**config.mk**
```make
export PLATFORM = sky130hd
export DESIGN_NAME = vslf_top
export DESIGN_NICKNAME = d
export VERILOG_FILES = /design/src/vslf_pkg.sv /design/src/vslf_fifo.sv /design/src/vslf_top.sv
export SDC_FILE = /design/constraint.sdc
export NUM_CORES = 1
export LEC_CHECK = 0
export ABC_CLOCK_PERIOD_IN_PS = 25700
export BUFFER_PORTS_ARGS = -buffer_cell sky130_fd_sc_hd__buf_4
export CAP_MARGIN = 20
export CELL_PAD_IN_SITES_DETAIL_PLACEMENT = 0
export CELL_PAD_IN_SITES_GLOBAL_PLACEMENT = 1
export CORE_MARGIN = 1.5
export CORE_UTILIZATION = 40
export DETAILED_ROUTE_END_ITERATION = 7
export GPL_TIMING_DRIVEN = 1
export PLACE_DENSITY_LB_ADDON = 0.1
export REMOVE_ABC_BUFFERS = 1
export SLEW_MARGIN = 10
export SYNTH_ARGS = -nofsm -noshare
export SYNTH_HDL_FRONTEND = slang
export SYNTH_HIERARCHICAL = 1
export SYNTH_SLANG_ARGS = --single-unit
export TNS_END_PERCENT = 10
```
**constraint.sdc**
```tcl
create_clock -name sys_clk -period 25.7 [get_ports sys_clk]
set_clock_uncertainty 0.1 [all_clocks]
set_input_delay 2.57 -clock sys_clk [delete_from_list [all_inputs] [get_ports sys_clk]]
set_output_delay 2.57 -clock sys_clk [all_outputs]
set_load 0.03 [all_outputs]
```
**src/vslf_pkg.sv**
```systemverilog
// Constants and types shared by the video serdes line framer
package vslf_pkg;
  localparam int COLOR_W = 24; // Colour lane width
  localparam int SYM_W = 10; // One 8b/10b code group
  localparam int FIFO_DEPTH = 4; // Pixel words buffered ahead of coder
  localparam logic [1:0] DIV_LAST = 2'h2; // Three code groups per pixel
  localparam logic [1:0] SIDE_LINES = 2'h2; // Blanking lines for side data
  localparam logic [2:0] STRAP_RST = 3'h0; // Straps read as low until sync
  localparam logic [2:0] K_SIDE = 3'h4; // Index of side-slot comma
  // Five-bit group codes at negative disparity
  localparam logic [5:0] T6 [32] = '{
    6'h27, 6'h1d, 6'h2d, 6'h31, 6'h35, 6'h29, 6'h19, 6'h38,
    6'h39, 6'h25, 6'h15, 6'h34, 6'h0d, 6'h2c, 6'h1c, 6'h17,
    6'h1b, 6'h23, 6'h13, 6'h32, 6'h0b, 6'h2a, 6'h1a, 6'h3a,
    6'h33, 6'h26, 6'h16, 6'h36, 6'h0e, 6'h2e, 6'h1e, 6'h2b};
  // Three-bit group codes at negative disparity
  localparam logic [3:0] T4 [8] = '{
    4'hb, 4'h9, 4'h5, 4'hc, 4'hd, 4'ha, 4'h6, 4'he};
  localparam logic [3:0] T4_ALT7 = 4'h7; // Alternate x.7 group
  // Control groups at negative disparity: none, line, frame, both, side
  localparam logic [SYM_W-1:0] K_SYM [5] = '{
    10'h0f4, 10'h0f9, 10'h0f5, 10'h0f3, 10'h0fa};
  // One pixel of parallel video, syncs active high inside the block
  typedef struct packed {
    logic [COLOR_W-1:0] color_lanes;
    logic frame_sync;
    logic line_sync;
    logic video_data_valid;
  } vslf_video_t;
  // Code-group position within a pixel
  typedef enum logic [1:0] {
    SYM0 = 2'b00,
    SYM1 = 2'b01,
    SYM2 = 2'b10
  } vslf_phase_t;
  // Differential serial pair, one code group per clock
  typedef struct packed {
    logic [SYM_W-1:0] serial_pair_pos;
    logic [SYM_W-1:0] serial_pair_neg;
  } vslf_serial_t;
endpackage : vslf_pkg

```
**src/vslf_fifo.sv**
```systemverilog
// Small pixel FIFO with valid/ready on both sides
`timescale 1ns/1ps
module vslf_fifo #(
  parameter int W = 27,
  parameter int DEPTH = 4
) (
  input wire logic sys_clk,
  input wire logic rst,
  input wire logic [W-1:0] in_data,
  input wire logic in_valid,
  output logic in_ready,
  output logic [W-1:0] out_data,
  output logic out_valid,
  input wire logic out_ready
);
  localparam int AW = $clog2(DEPTH);
  // Whole FIFO state, storage included
  typedef struct packed {
    logic [DEPTH-1:0][W-1:0] mem;
    logic [AW-1:0] wp;
    logic [AW-1:0] rp;
    logic [AW:0] cnt;
  } vslf_fifo_st_t;
  vslf_fifo_st_t st_ff;
  vslf_fifo_st_t nxt_st;
  logic push;
  logic pop;

  assign in_ready = st_ff.cnt != (AW+1)'(DEPTH);
  assign out_valid = st_ff.cnt != '0;
  assign out_data = st_ff.mem[st_ff.rp];
  assign push = in_valid && in_ready;
  assign pop = out_valid && out_ready;

  // Pointer and count update
  always_comb begin
    nxt_st = st_ff;
    if (push) begin
      nxt_st.mem[st_ff.wp] = in_data;
      nxt_st.wp = st_ff.wp + 1'b1;
    end
    if (pop) begin
      nxt_st.rp = st_ff.rp + 1'b1;
    end
    nxt_st.cnt = st_ff.cnt + (AW+1)'(push) - (AW+1)'(pop);
  end

  // State register
  always_ff @(posedge sys_clk or posedge rst) begin
    if (rst) begin
      st_ff <= '0;
    end else begin
      st_ff <= nxt_st;
    end
  end
endmodule : vslf_fifo

```
**src/vslf_top.sv**
```systemverilog
// Video serdes line framer: 8b/10b pixel serializer and deserializer
`timescale 1ns/1ps
// Summary of operation
// - Direction strap alone picks serializer or deserializer
// - Video pins input when serializing, driven otherwise
// - Each pixel sent as thirty serial bits
// - Every byte coded 8b/10b, DC balanced
// - Side slots in two blanking lines, and whenever the FIFO is empty
// - Receiver may shift timing in front porch
// - Polarity straps choose sync active levels
// - Status high while valid code groups arrive
// - Deserializer drives recovered pixel clock out
module vslf_top (
  input wire logic sys_clk,
  input wire logic rst,
  input wire logic video_tx_sel, // Strap: high serializer
  input wire logic line_sync_polarity, // Strap: high active low
  input wire logic frame_sync_polarity, // Strap: high active low
  input wire logic side_channel_en, // Side channel enable
  input vslf_pkg::vslf_video_t video_i, // Video pins as seen
  output vslf_pkg::vslf_video_t video_o, // Video pins driven
  output logic video_oe, // Video pins driven by us
  input vslf_pkg::vslf_serial_t serial_i, // Serial pair as seen
  output vslf_pkg::vslf_serial_t serial_o, // Serial pair driven
  output logic serial_oe, // Serial pair driven by us
  output logic recovered_clk, // Recovered pixel clock
  output logic rx_status, // Valid code groups seen
  output logic side_window // Side channel slot open
);
  import vslf_pkg::*;

  // Whole block state
  typedef struct packed {
    logic [2:0] strap_s1; // Straps: dir, line pol, frame pol
    logic [2:0] strap_s2;
    logic [2:0] strap_s3;
    logic [2:0] strap; // Accepted strap levels
    logic [1:0] div; // Pixel-rate divider
    vslf_video_t cap; // Captured pixel, syncs active high
    logic cap_vld; // Captured pixel waits for FIFO
    vslf_phase_t tph; // Transmit group position
    vslf_video_t tword; // Pixel being sent
    logic tside; // Pixel slot is a side slot
    logic trd; // Transmit running disparity
    logic [SYM_W-1:0] tsym; // Group on the line
    logic [SYM_W-1:0] rx1; // Serial input synchroniser
    logic [SYM_W-1:0] rx2;
    logic [SYM_W-1:0] rx3;
    logic [SYM_W-1:0] rxs; // Accepted received group
    vslf_phase_t rph; // Receive group position
    logic rprevk; // Last group was control or bad
    logic [15:0] rbuf; // First two colour bytes
    vslf_video_t vout; // Output pixel, syncs active high
    logic stat; // Receiver status
    logic rclk; // Recovered clock level
    logic [1:0] lines; // Lines seen in frame sync
    logic lprev; // Line sync last cycle
    logic swin; // Side slot open
  } vslf_state_t;

  vslf_state_t st_ff;
  vslf_state_t nxt_st;
  logic mode_ser; // Serializer mode
  logic pix_en; // One pulse per pixel
  logic fifo_in_ready;
  logic fifo_out_valid;
  logic fifo_out_ready;
  vslf_video_t fifo_out;
  logic [9:0] dec_r; // Decoded group: ok, control, byte
  logic [7:0] tx_byte; // Colour byte for this group
  logic [10:0] tx_enc; // Coded byte and next disparity
  logic [2:0] k_idx; // Control group index
  vslf_phase_t rx_ph; // Effective receive position
  logic src_line; // Sync sources for side slot
  logic src_frame;

  ////////////////////////////////////////////////////////////////////////
  // 8b/10b coding

  // Code one byte at a running disparity; returns {rd, group}
  function automatic logic [10:0] enc8(input logic [7:0] d,
                                       input logic rd);
    logic [5:0] s6;
    logic [3:0] s4;
    logic r;
    s6 = T6[d[4:0]];
    r = rd;
    if ((($countones(s6) != 3) || (d[4:0] == 5'h07)) && rd) begin
      s6 = ~s6;
    end
    if ($countones(s6) != 3) begin
      r = ~r;
    end
    s4 = T4[d[7:5]];
    // Alternate x.7 avoids a run of five
    if ((d[7:5] == 3'h7) && ((!r && (d[4:0] == 5'h11 ||
        d[4:0] == 5'h12 || d[4:0] == 5'h14)) || (r &&
        (d[4:0] == 5'h0b || d[4:0] == 5'h0d || d[4:0] == 5'h0e)))) begin
      s4 = T4_ALT7;
    end
    if ((($countones(s4) != 2) || (d[7:5] == 3'h3)) && r) begin
      s4 = ~s4;
    end
    if ($countones(s4) != 2) begin
      r = ~r;
    end
    return {r, s6, s4};
  endfunction : enc8

  // Look a group up; returns {ok, control, byte or index}
  function automatic logic [9:0] dec10(input logic [SYM_W-1:0] s);
    logic [9:0] r;
    logic [10:0] e;
    r = '0;
    for (int k = 0; k < 5; k++) begin
      if (s == K_SYM[k] || s == ~K_SYM[k]) begin
        r = {2'b11, 5'h00, 3'(k)};
      end
    end
    for (int d = 0; d < 256; d++) begin
      for (int p = 0; p < 2; p++) begin
        e = enc8(8'(d), p[0]);
        if (e[9:0] == s) begin
          r = {2'b10, 8'(d)};
        end
      end
    end
    return r;
  endfunction : dec10

  ////////////////////////////////////////////////////////////////////////
  // Pixel buffer between capture and coder

  vslf_fifo #(
    .W($bits(vslf_video_t)),
    .DEPTH(FIFO_DEPTH)
  ) u_fifo (
    .sys_clk(sys_clk),
    .rst(rst),
    .in_data(st_ff.cap),
    .in_valid(st_ff.cap_vld),
    .in_ready(fifo_in_ready),
    .out_data(fifo_out),
    .out_valid(fifo_out_valid),
    .out_ready(fifo_out_ready)
  );

  assign mode_ser = st_ff.strap[0];
  assign pix_en = st_ff.div == DIV_LAST;
  assign fifo_out_ready = mode_ser && (st_ff.tph == SYM2);
  assign dec_r = dec10(st_ff.rxs);

  ////////////////////////////////////////////////////////////////////////
  // Next-state logic

  always_comb begin
    nxt_st = st_ff;
    tx_byte = '0;
    tx_enc = '0;
    k_idx = '0;
    rx_ph = st_ff.rph;
    // Straps: accepted once the two late stages agree
    nxt_st.strap_s1 = {frame_sync_polarity, line_sync_polarity,
                       video_tx_sel};
    nxt_st.strap_s2 = st_ff.strap_s1;
    nxt_st.strap_s3 = st_ff.strap_s2;
    for (int i = 0; i < 3; i++) begin
      if (st_ff.strap_s2[i] == st_ff.strap_s3[i]) begin
        nxt_st.strap[i] = st_ff.strap_s3[i];
      end
    end
    // Pixel-rate enable
    nxt_st.div = pix_en ? 2'h0 : st_ff.div + 2'h1;
    // Capture a pixel; a full FIFO stalls capture
    if (pix_en && mode_ser && (!st_ff.cap_vld || fifo_in_ready)) begin
      nxt_st.cap = video_i;
      nxt_st.cap.line_sync = video_i.line_sync ^ st_ff.strap[1];
      nxt_st.cap.frame_sync = video_i.frame_sync ^ st_ff.strap[2];
      nxt_st.cap_vld = 1'b1;
    end else if (fifo_in_ready) begin
      nxt_st.cap_vld = 1'b0;
    end
    // Side slot: first two lines while frame sync is active
    src_line = mode_ser ? st_ff.cap.line_sync : st_ff.vout.line_sync;
    src_frame = mode_ser ? st_ff.cap.frame_sync : st_ff.vout.frame_sync;
    nxt_st.lprev = src_line;
    if (!src_frame) begin
      nxt_st.lines = 2'h0;
    end else if (src_line && !st_ff.lprev && st_ff.lines != SIDE_LINES) begin
      nxt_st.lines = st_ff.lines + 2'h1;
    end
    nxt_st.swin = side_channel_en && src_frame &&
                  (nxt_st.lines != SIDE_LINES);
    // Transmitter: three groups per pixel
    if (mode_ser) begin
      unique case (st_ff.tph)
        SYM0: nxt_st.tph = SYM1;
        SYM1: nxt_st.tph = SYM2;
        SYM2: begin
          nxt_st.tph = SYM0;
          nxt_st.tword = fifo_out_valid ? fifo_out : '0;
          // Empty or blanking slot in window carries side slot
          nxt_st.tside = !fifo_out_valid || (st_ff.swin &&
                         !fifo_out.video_data_valid);
        end
        default: nxt_st.tph = SYM0; // Illegal code recovers
      endcase
      unique case (nxt_st.tph)
        SYM0: tx_byte = nxt_st.tword.color_lanes[23:16];
        SYM1: tx_byte = nxt_st.tword.color_lanes[15:8];
        default: tx_byte = nxt_st.tword.color_lanes[7:0];
      endcase
      if (nxt_st.tword.video_data_valid && !nxt_st.tside) begin
        tx_enc = enc8(tx_byte, st_ff.trd);
        nxt_st.tsym = tx_enc[9:0];
        nxt_st.trd = tx_enc[10];
      end else begin
        k_idx = nxt_st.tside ? K_SIDE : {1'b0, nxt_st.tword.frame_sync,
                                         nxt_st.tword.line_sync};
        // Unbalanced control groups flip the running disparity
        nxt_st.tsym = st_ff.trd ? ~K_SYM[k_idx] : K_SYM[k_idx];
        nxt_st.trd = st_ff.trd ^ ($countones(K_SYM[k_idx]) != 5);
      end
    end else begin
      nxt_st.tph = SYM0;
    end
    // Serial input: three stages; a new group each clock, so no vote
    nxt_st.rx1 = serial_i.serial_pair_pos;
    nxt_st.rx2 = st_ff.rx1;
    nxt_st.rx3 = st_ff.rx2;
    nxt_st.rxs = st_ff.rx3;
    // Receiver: first data after control starts a pixel
    if (!mode_ser) begin
      if (dec_r[9] && !dec_r[8] && st_ff.rprevk) begin
        rx_ph = SYM0;
      end
      unique case (rx_ph)
        SYM0: nxt_st.rph = SYM1;
        SYM1: nxt_st.rph = SYM2;
        SYM2: nxt_st.rph = SYM0;
        default: nxt_st.rph = SYM0; // Illegal code recovers
      endcase
      nxt_st.stat = dec_r[9];
      nxt_st.rclk = rx_ph != SYM2;
      nxt_st.rprevk = !dec_r[9] || dec_r[8];
      if (!dec_r[9]) begin
        nxt_st.vout.video_data_valid = 1'b0;
      end else if (dec_r[8]) begin
        nxt_st.vout.video_data_valid = 1'b0;
        // Side slot holds the syncs, stretching the porch
        if (dec_r[2:0] != K_SIDE) begin
          nxt_st.vout.frame_sync = dec_r[1];
          nxt_st.vout.line_sync = dec_r[0];
        end
      end else begin
        unique case (rx_ph)
          SYM0: nxt_st.rbuf[15:8] = dec_r[7:0];
          SYM1: nxt_st.rbuf[7:0] = dec_r[7:0];
          default: begin
            nxt_st.vout.color_lanes = {st_ff.rbuf, dec_r[7:0]};
            nxt_st.vout.video_data_valid = 1'b1;
            nxt_st.vout.frame_sync = 1'b0;
            nxt_st.vout.line_sync = 1'b0;
          end
        endcase
      end
    end else begin
      nxt_st.stat = 1'b0;
      nxt_st.rclk = 1'b0;
    end
  end

  ////////////////////////////////////////////////////////////////////////
  // State register

  always_ff @(posedge sys_clk or posedge rst) begin
    if (rst) begin
      st_ff <= '0;
      st_ff.strap <= STRAP_RST;
    end else begin
      st_ff <= nxt_st;
    end
  end

  ////////////////////////////////////////////////////////////////////////
  // Outputs

  assign video_oe = !mode_ser;
  assign serial_oe = mode_ser;
  assign video_o.color_lanes = st_ff.vout.color_lanes;
  assign video_o.video_data_valid = st_ff.vout.video_data_valid;
  assign video_o.line_sync = st_ff.vout.line_sync ^ st_ff.strap[1];
  assign video_o.frame_sync = st_ff.vout.frame_sync ^ st_ff.strap[2];
  assign serial_o.serial_pair_pos = st_ff.tsym;
  assign serial_o.serial_pair_neg = ~st_ff.tsym;
  assign recovered_clk = st_ff.rclk;
  assign rx_status = st_ff.stat;
  assign side_window = st_ff.swin;
endmodule : vslf_top

```
Word-level counts from Yosys, hierarchy flattened
Memories as Yosys holds them, arrays and structs flattened.
Index checks and enable logic that the tools add are counted.
- add/sub/neg operators: 31
- multiply operators: 0
- div/mod/pow operators: 0
- $lt $le $gt $ge: 6
- eq/ne operators: 480
- shift-type cells: 0
- mux-type cells: 495
- bitwise operators: 17
- reductions and logical operators: 54
- operators by type and width (kind ; number):
    10-bit two-way mux ; 448
    10-bit equality test (first input constant) ; 220
    9-bit by 10-bit equality test with 1-bit output (first input constant) ; 136
    8-bit by 10-bit equality test with 1-bit output (first input constant) ; 60
    32-bit adder ; 8
    7-bit by 10-bit equality test with 1-bit output (first input constant) ; 24
    32-bit by 3-bit != test with 1-bit output (second input constant) ; 4
    108-bit bitwise mux ; 1
    27-bit two-way mux ; 3
    32-bit by 2-bit adder with 32-bit output ; 2
    28-bit two-way mux ; 2
    27-bit binary-select mux with 2-bit select ; 1
    27-bit demux with 2-bit select ; 1
    10-bit equality test (second input constant) ; 5
    10-bit by 8-bit equality test with 1-bit output (second input constant) ; 5
    4-bit two-way mux ; 8
    32-bit by 4-bit != test with 1-bit output (second input constant) ; 1
    1-bit by 1-bit adder with 2-bit output ; 15
    6-bit two-way mux ; 5
    10-bit inverter ; 2
    1-bit logical AND ; 19
    2-bit two-way mux ; 9
    8-bit case mux with 2 select lines ; 1
    4-bit AND reduction ; 4
    other kinds (36) ; 99
- flip-flop bits (word level): 290
- bits in latches: 0
- bits in writable memories: 0
- ROM bits: 304
- input bits: 53
- output and inout bits: 52
- logic and storage cells: 1130
- memories kept: 3
- memories (memory ; words ; width ; rd ports ; clocked after memory_dff ; wr ports ; line ; RTL):
    (name not given) ; 32 ; 6 ; 1 ; 0 ; 0 ; vslf_top.sv:86 ; s6 = T6[d[4:0]];
    (name not given) ; 8 ; 10 ; 1 ; 0 ; 0 ; vslf_top.sv:221 ; nxt_st.tsym = st_ff.trd ? ~K_SYM[k_idx] : K_SYM[k_idx];
    (name not given) ; 8 ; 4 ; 1 ; 0 ; 0 ; vslf_top.sv:94 ; s4 = T4[d[7:5]];

Depth between registers and ports, before layout
- word-level depth: 457
- gate-level depth with buffers: 40
- gate-level depth less buffers: 37

By module
Netlist, hierarchy kept.
- modules (own cells, without submodules) (module ; instances ; cells each ; area each (µm²) ; seq. area each (µm²)):
    vslf_top ; 1 ; 1496 ; 13496.7 ; 4379.2
    vslf_fifo ; 1 ; 297 ; 5469.0 ; 2877.8

Worst setup path before layout
OpenSTA, ideal clock, no wires.
- kind: register to register
- from: register u_fifo/st_ff[3] (netlist name)
- to: register, netlist name st_ff[102]
- library setup time: 0.156 ns
- arrival time: 9.195 ns
- data required time: 25.444 ns
- slack: 16.249 ns
- cell stages (with the launch flop): 39
- path buffers: 4
- period minus slack after synthesis: 9.451 ns
- path through: dfrtp_1 buf_2 buf_2 mux4_2 and2_1 mux4_2 ha_1 clkbuf_1 mux2i_1 o221ai_1 a221oi_1 ha_1 inv_1 fa_1 inv_1 ha_1 fa_1 nand3_1 (+3 left out) nor2_1 fa_1 ha_1 nor4bb_1 xnor2_1 or3_1 o22ai_1 and3_1 clkbuf_1 nor2_1 xor2_1 nand2_1 fa_1 nor2_1 nand2_1 xor2_1 a22oi_1 o22ai_1
- RTL lines (item ; line ; RTL):
    from (decl) ; vslf_fifo.sv:24 ; vslf_fifo_st_t st_ff;
    from (signal assigned) ; vslf_fifo.sv:53 ; st_ff <= nxt_st;

==> results.md <==
* Vias at roughly 15000
* Layout cell share with drive strength beyond 1 at 0.2673
* Drt drc at 7
* Max_cap viols at 0
* Post-CTS sizing at 0
* Cells after Synth at 1793
* Most used cell, CP: inv_1
* Pre-Repair DR Iteration Count at 8
* Flop pwr share at 0.303
* Layout Nets at ~1900
* Post-synth EDFFs at 0
* CP max FO at 29
* Status: finished with violations
* Setup WS pre-CTS at between 15 and 20 ns
* GRT Total Usage at 0.2669
* Yosys cell types at 110
* Worst Path Required at 26.02 ns
* Pwr dens at 115.3 nW/um^2
* Synth Warn # at 6
* Initial core utilization at 0.4065
* Sw Share at 0.3843
* Worst hold path type: flop to flop
* Commonest cells post-synth: dfrtp_1 (290), nand2_1 (123), mux2_4 (100)
* Internal power at approximately 1.5 mW
* First-pass GRT wire length at around 100000 microns
* Clock sink count at 290
* Max stage delay on crit path at approximately 0.73 ns
* Total power at about 2.4 mW
* Die Ht at ~220 microns
* CTS root buffer: clkbuf_16
* Max Freq at 97.11 MHz
* Average size of a mapped cell at roughly 11 sq um
* P&R area growth vs syn at 9.394%
* Sw power at about 900 uW
* Largest net degree at the start of global routing at roughly 110
* Finish-stage setup viols at 0
* Max Slew Vio Count at 0
* Postcts setup bufs at 0
* Cell Area, Synth at 18970 sq um
* Detail Placement HPWL at between 40000 and 50000 microns
* Sequential-to-total area share from yosys stat at 0.3826
* Routed Wire Length at roughly 64000 microns
* Vias/cell at between 6 and 7
* Reg-to-reg slack, setup at 15.40 ns
* Synth area leader: dfrtp_1
* # IOs at 105
* Worst-margin pin slew at about 1.2 ns
* Combinational share of power at 0.494
* Clk slew on worst S/H paths at 0.06 ns
* Count leader, synth: dfrtp_1
* GRT Residual Overflow at 0
* H-tree Lvls at 2
* Initial antenna violation count at 0
* ANT cells at 0
* Clk_lat worst skew at 0.54 ns
* Core area at around 47000 sq um
* Detail Route Antenna Nets at 0
* Clock Path Buffers at 3
* Die footprint at approximately 49000 sq um
* Share of the synthesized area in the top cell type at 0.3826
* Post-Route Setup TNS at 0 ns
* Peak supply drop at between 80 and 90 uV
* Leak at 8.644 nW
* Die X at 220.8 microns
* Asr flop ratio synth at 1.000
* Slowest cell on crit path: a41oi_1
* Failing checks: design-rule violations
* Crit path time final at 10.30 ns
* CTS Hold Bufs at 0
* Crit start category: flop
* Final period util at 0.4007
* CTS tree: built
* Number of fill cells at around 4500
* Vias in the first global route at about 15000
* RSZ-0062 raised after global routing: no
* Routability Congestion at 0.9890
* Final hold violation count at 0
* Crit Path Category: flop to flop
* Top_reg_cell synth: dfrtp_1
* Flops & latches, synth at 290
* Largest cells by area after synthesis: dfrtp_1 (38%), mux2_4 (7.9%), mux2_2 (4.7%)
* Initial detailed-routing violation count at approximately 1600
* Crit path capture type: flop
* Arr. time, crit path at about 11 ns
* Fin worst setup slack at 15.40 ns
* Number of CTS-inserted buffers at 34
* Routed len/inst at 26.72 microns
* Port bufs at between 90 and 100
* Worst rel slew slack at 0.2046
* FP Rows at 79
* Clock share of power at 0.203
## registers in the layout (all words and copies together), names as in the netlist
register	cells
recovered_clk	1
u_fifo/st_ff	115
nxt_st	36
serial_o	10
rx_status	1
serial_oe	1
side_window	1
video_o	25
st_ff	100
## power by group through the flow
stage | sequential (mW) | combinational (mW) | clock, mW
after floorplan | 0.765 | 0.844 | 0
after global placement | 0.723 | 1.18 | 0
after detailed placement | 0.731 | 1.19 | 0
after CTS | 0.725 | 1.20 | 0.503
after global routing | 0.746 | 1.32 | 0.520
final | 0.725 | 1.18 | 0.486
## cells by family after synthesis
| kind of cell | count (synthesis) | share of synthesized area |
|---|---|---|
| AO/OA/AOI/OAI | 428 | 0.1570 |
| XOR/XNOR | 40 | 0.01887 |
| adder cells (fa/ha/maj) | 40 | 0.02863 |
| flip-flops | 290 | 0.3826 |
| AND/OR/NAND/NOR | 528 | 0.1610 |
| multiplexers | 226 | 0.1746 |
| buffers and inverters | 241 | 0.07719 |
## routing by layer
layer	up-vias	routed length [microns]	GRT usage	part of all wire
met1	7473	27970	0.3663	0.43
met5	-	0	0	0
met3	169	4295	0.04412	0.067
met2	654	29150	0.4124	0.45
met4	0	2982	0.1218	0.046
li1	6607	-	-	-
## worst paths after layout
kind,start,to,cells after the start
worst min register to register,nxt_st[78]$_DFF_PP0_,nxt_st[68]$_DFF_PP0_,0
min in group asynchronous,rst,u_fifo/st_ff[74]$_DFFE_PP0P_,2
max in group asynchronous,rst,video_o[8]$_DFFE_PP0P_,3
worst max register to register,u_fifo/st_ff[3]$_DFFE_PP0P_,st_ff[102]$_DFFE_PP0P_,38
worst min-delay path,nxt_st[78]$_DFF_PP0_,nxt_st[68]$_DFF_PP0_,0
worst max-delay path,u_fifo/st_ff[3]$_DFFE_PP0P_,st_ff[102]$_DFFE_PP0P_,38
## placed cells by master (no fill, tap or decap), types with 16 or more instances in the layout
cell type  Yosys  final
dfrtp_1      290    283
buf_4         43    139
nand2_1      123    123
mux2_4       100    100
o21ai_0       89     89
nor2_1        83     83
mux2_2        79     79
a21oi_1       79     78
inv_1         51     49
nand3_1       43     43
o22ai_1       38     38
mux4_2        36     36
nor3_1        35     35
nand2b_1      34     34
clkbuf_16      0     34
ha_1          29     29
nor2b_1       25     25
xnor2_1       21     21
nor4_1        21     21
a31oi_1       20     20
o211ai_1      19     19
xor2_1        18     18
nor3b_1       16     16
## critical path, delay by kind of cell, from the launching register on
kind,cells,cell delay [ns]
adders and majority gates,8,3.03
AOI/OAI and AO/OA,8,1.94
and+or+nand+nor,10,1.83
muxes,2,1.14
buffers and inverters,6,0.99
xor gates and xnor gates,4,0.78
DFF,1,0.33
## area by class of cell
type / instances / area, sq um / share of cell area
multi-input combinational: 1262 / 10290 / 0.4958
sequential: 290 / 7266 / 0.3502
timing repair buffer: 140 / 1071 / 0.05162
clock buffer: 49 / 1007 / 0.04855
tap: 607 / 759.5 / 0.03661
inverter: 52 / 205.2 / 0.009890
clock inverter: 10 / 152.6 / 0.007357
## through the flow
| step | cell area, sq um | utilization | hold WS [ns] | instances |
|---|---|---|---|---|
| 2_1_floorplan | 17700 | - | 0.2312 | 1604 |
| 3_3_place_gp | 19560 | 0.4193 | 0.2321 | 2350 |
| 3_5_place_dp | 19560 | 0.4193 | 0.2346 | 2350 |
| 4_1_cts | 20720 | 0.4441 | 0.2482 | 2409 |
| 5_1_grt | 20750 | 0.4447 | 0.2513 | 2410 |
| 6_report | 20750 | 0.4447 | 0.2429 | 2410 |
No activity file was read; power rests on OpenSTA's default activity.
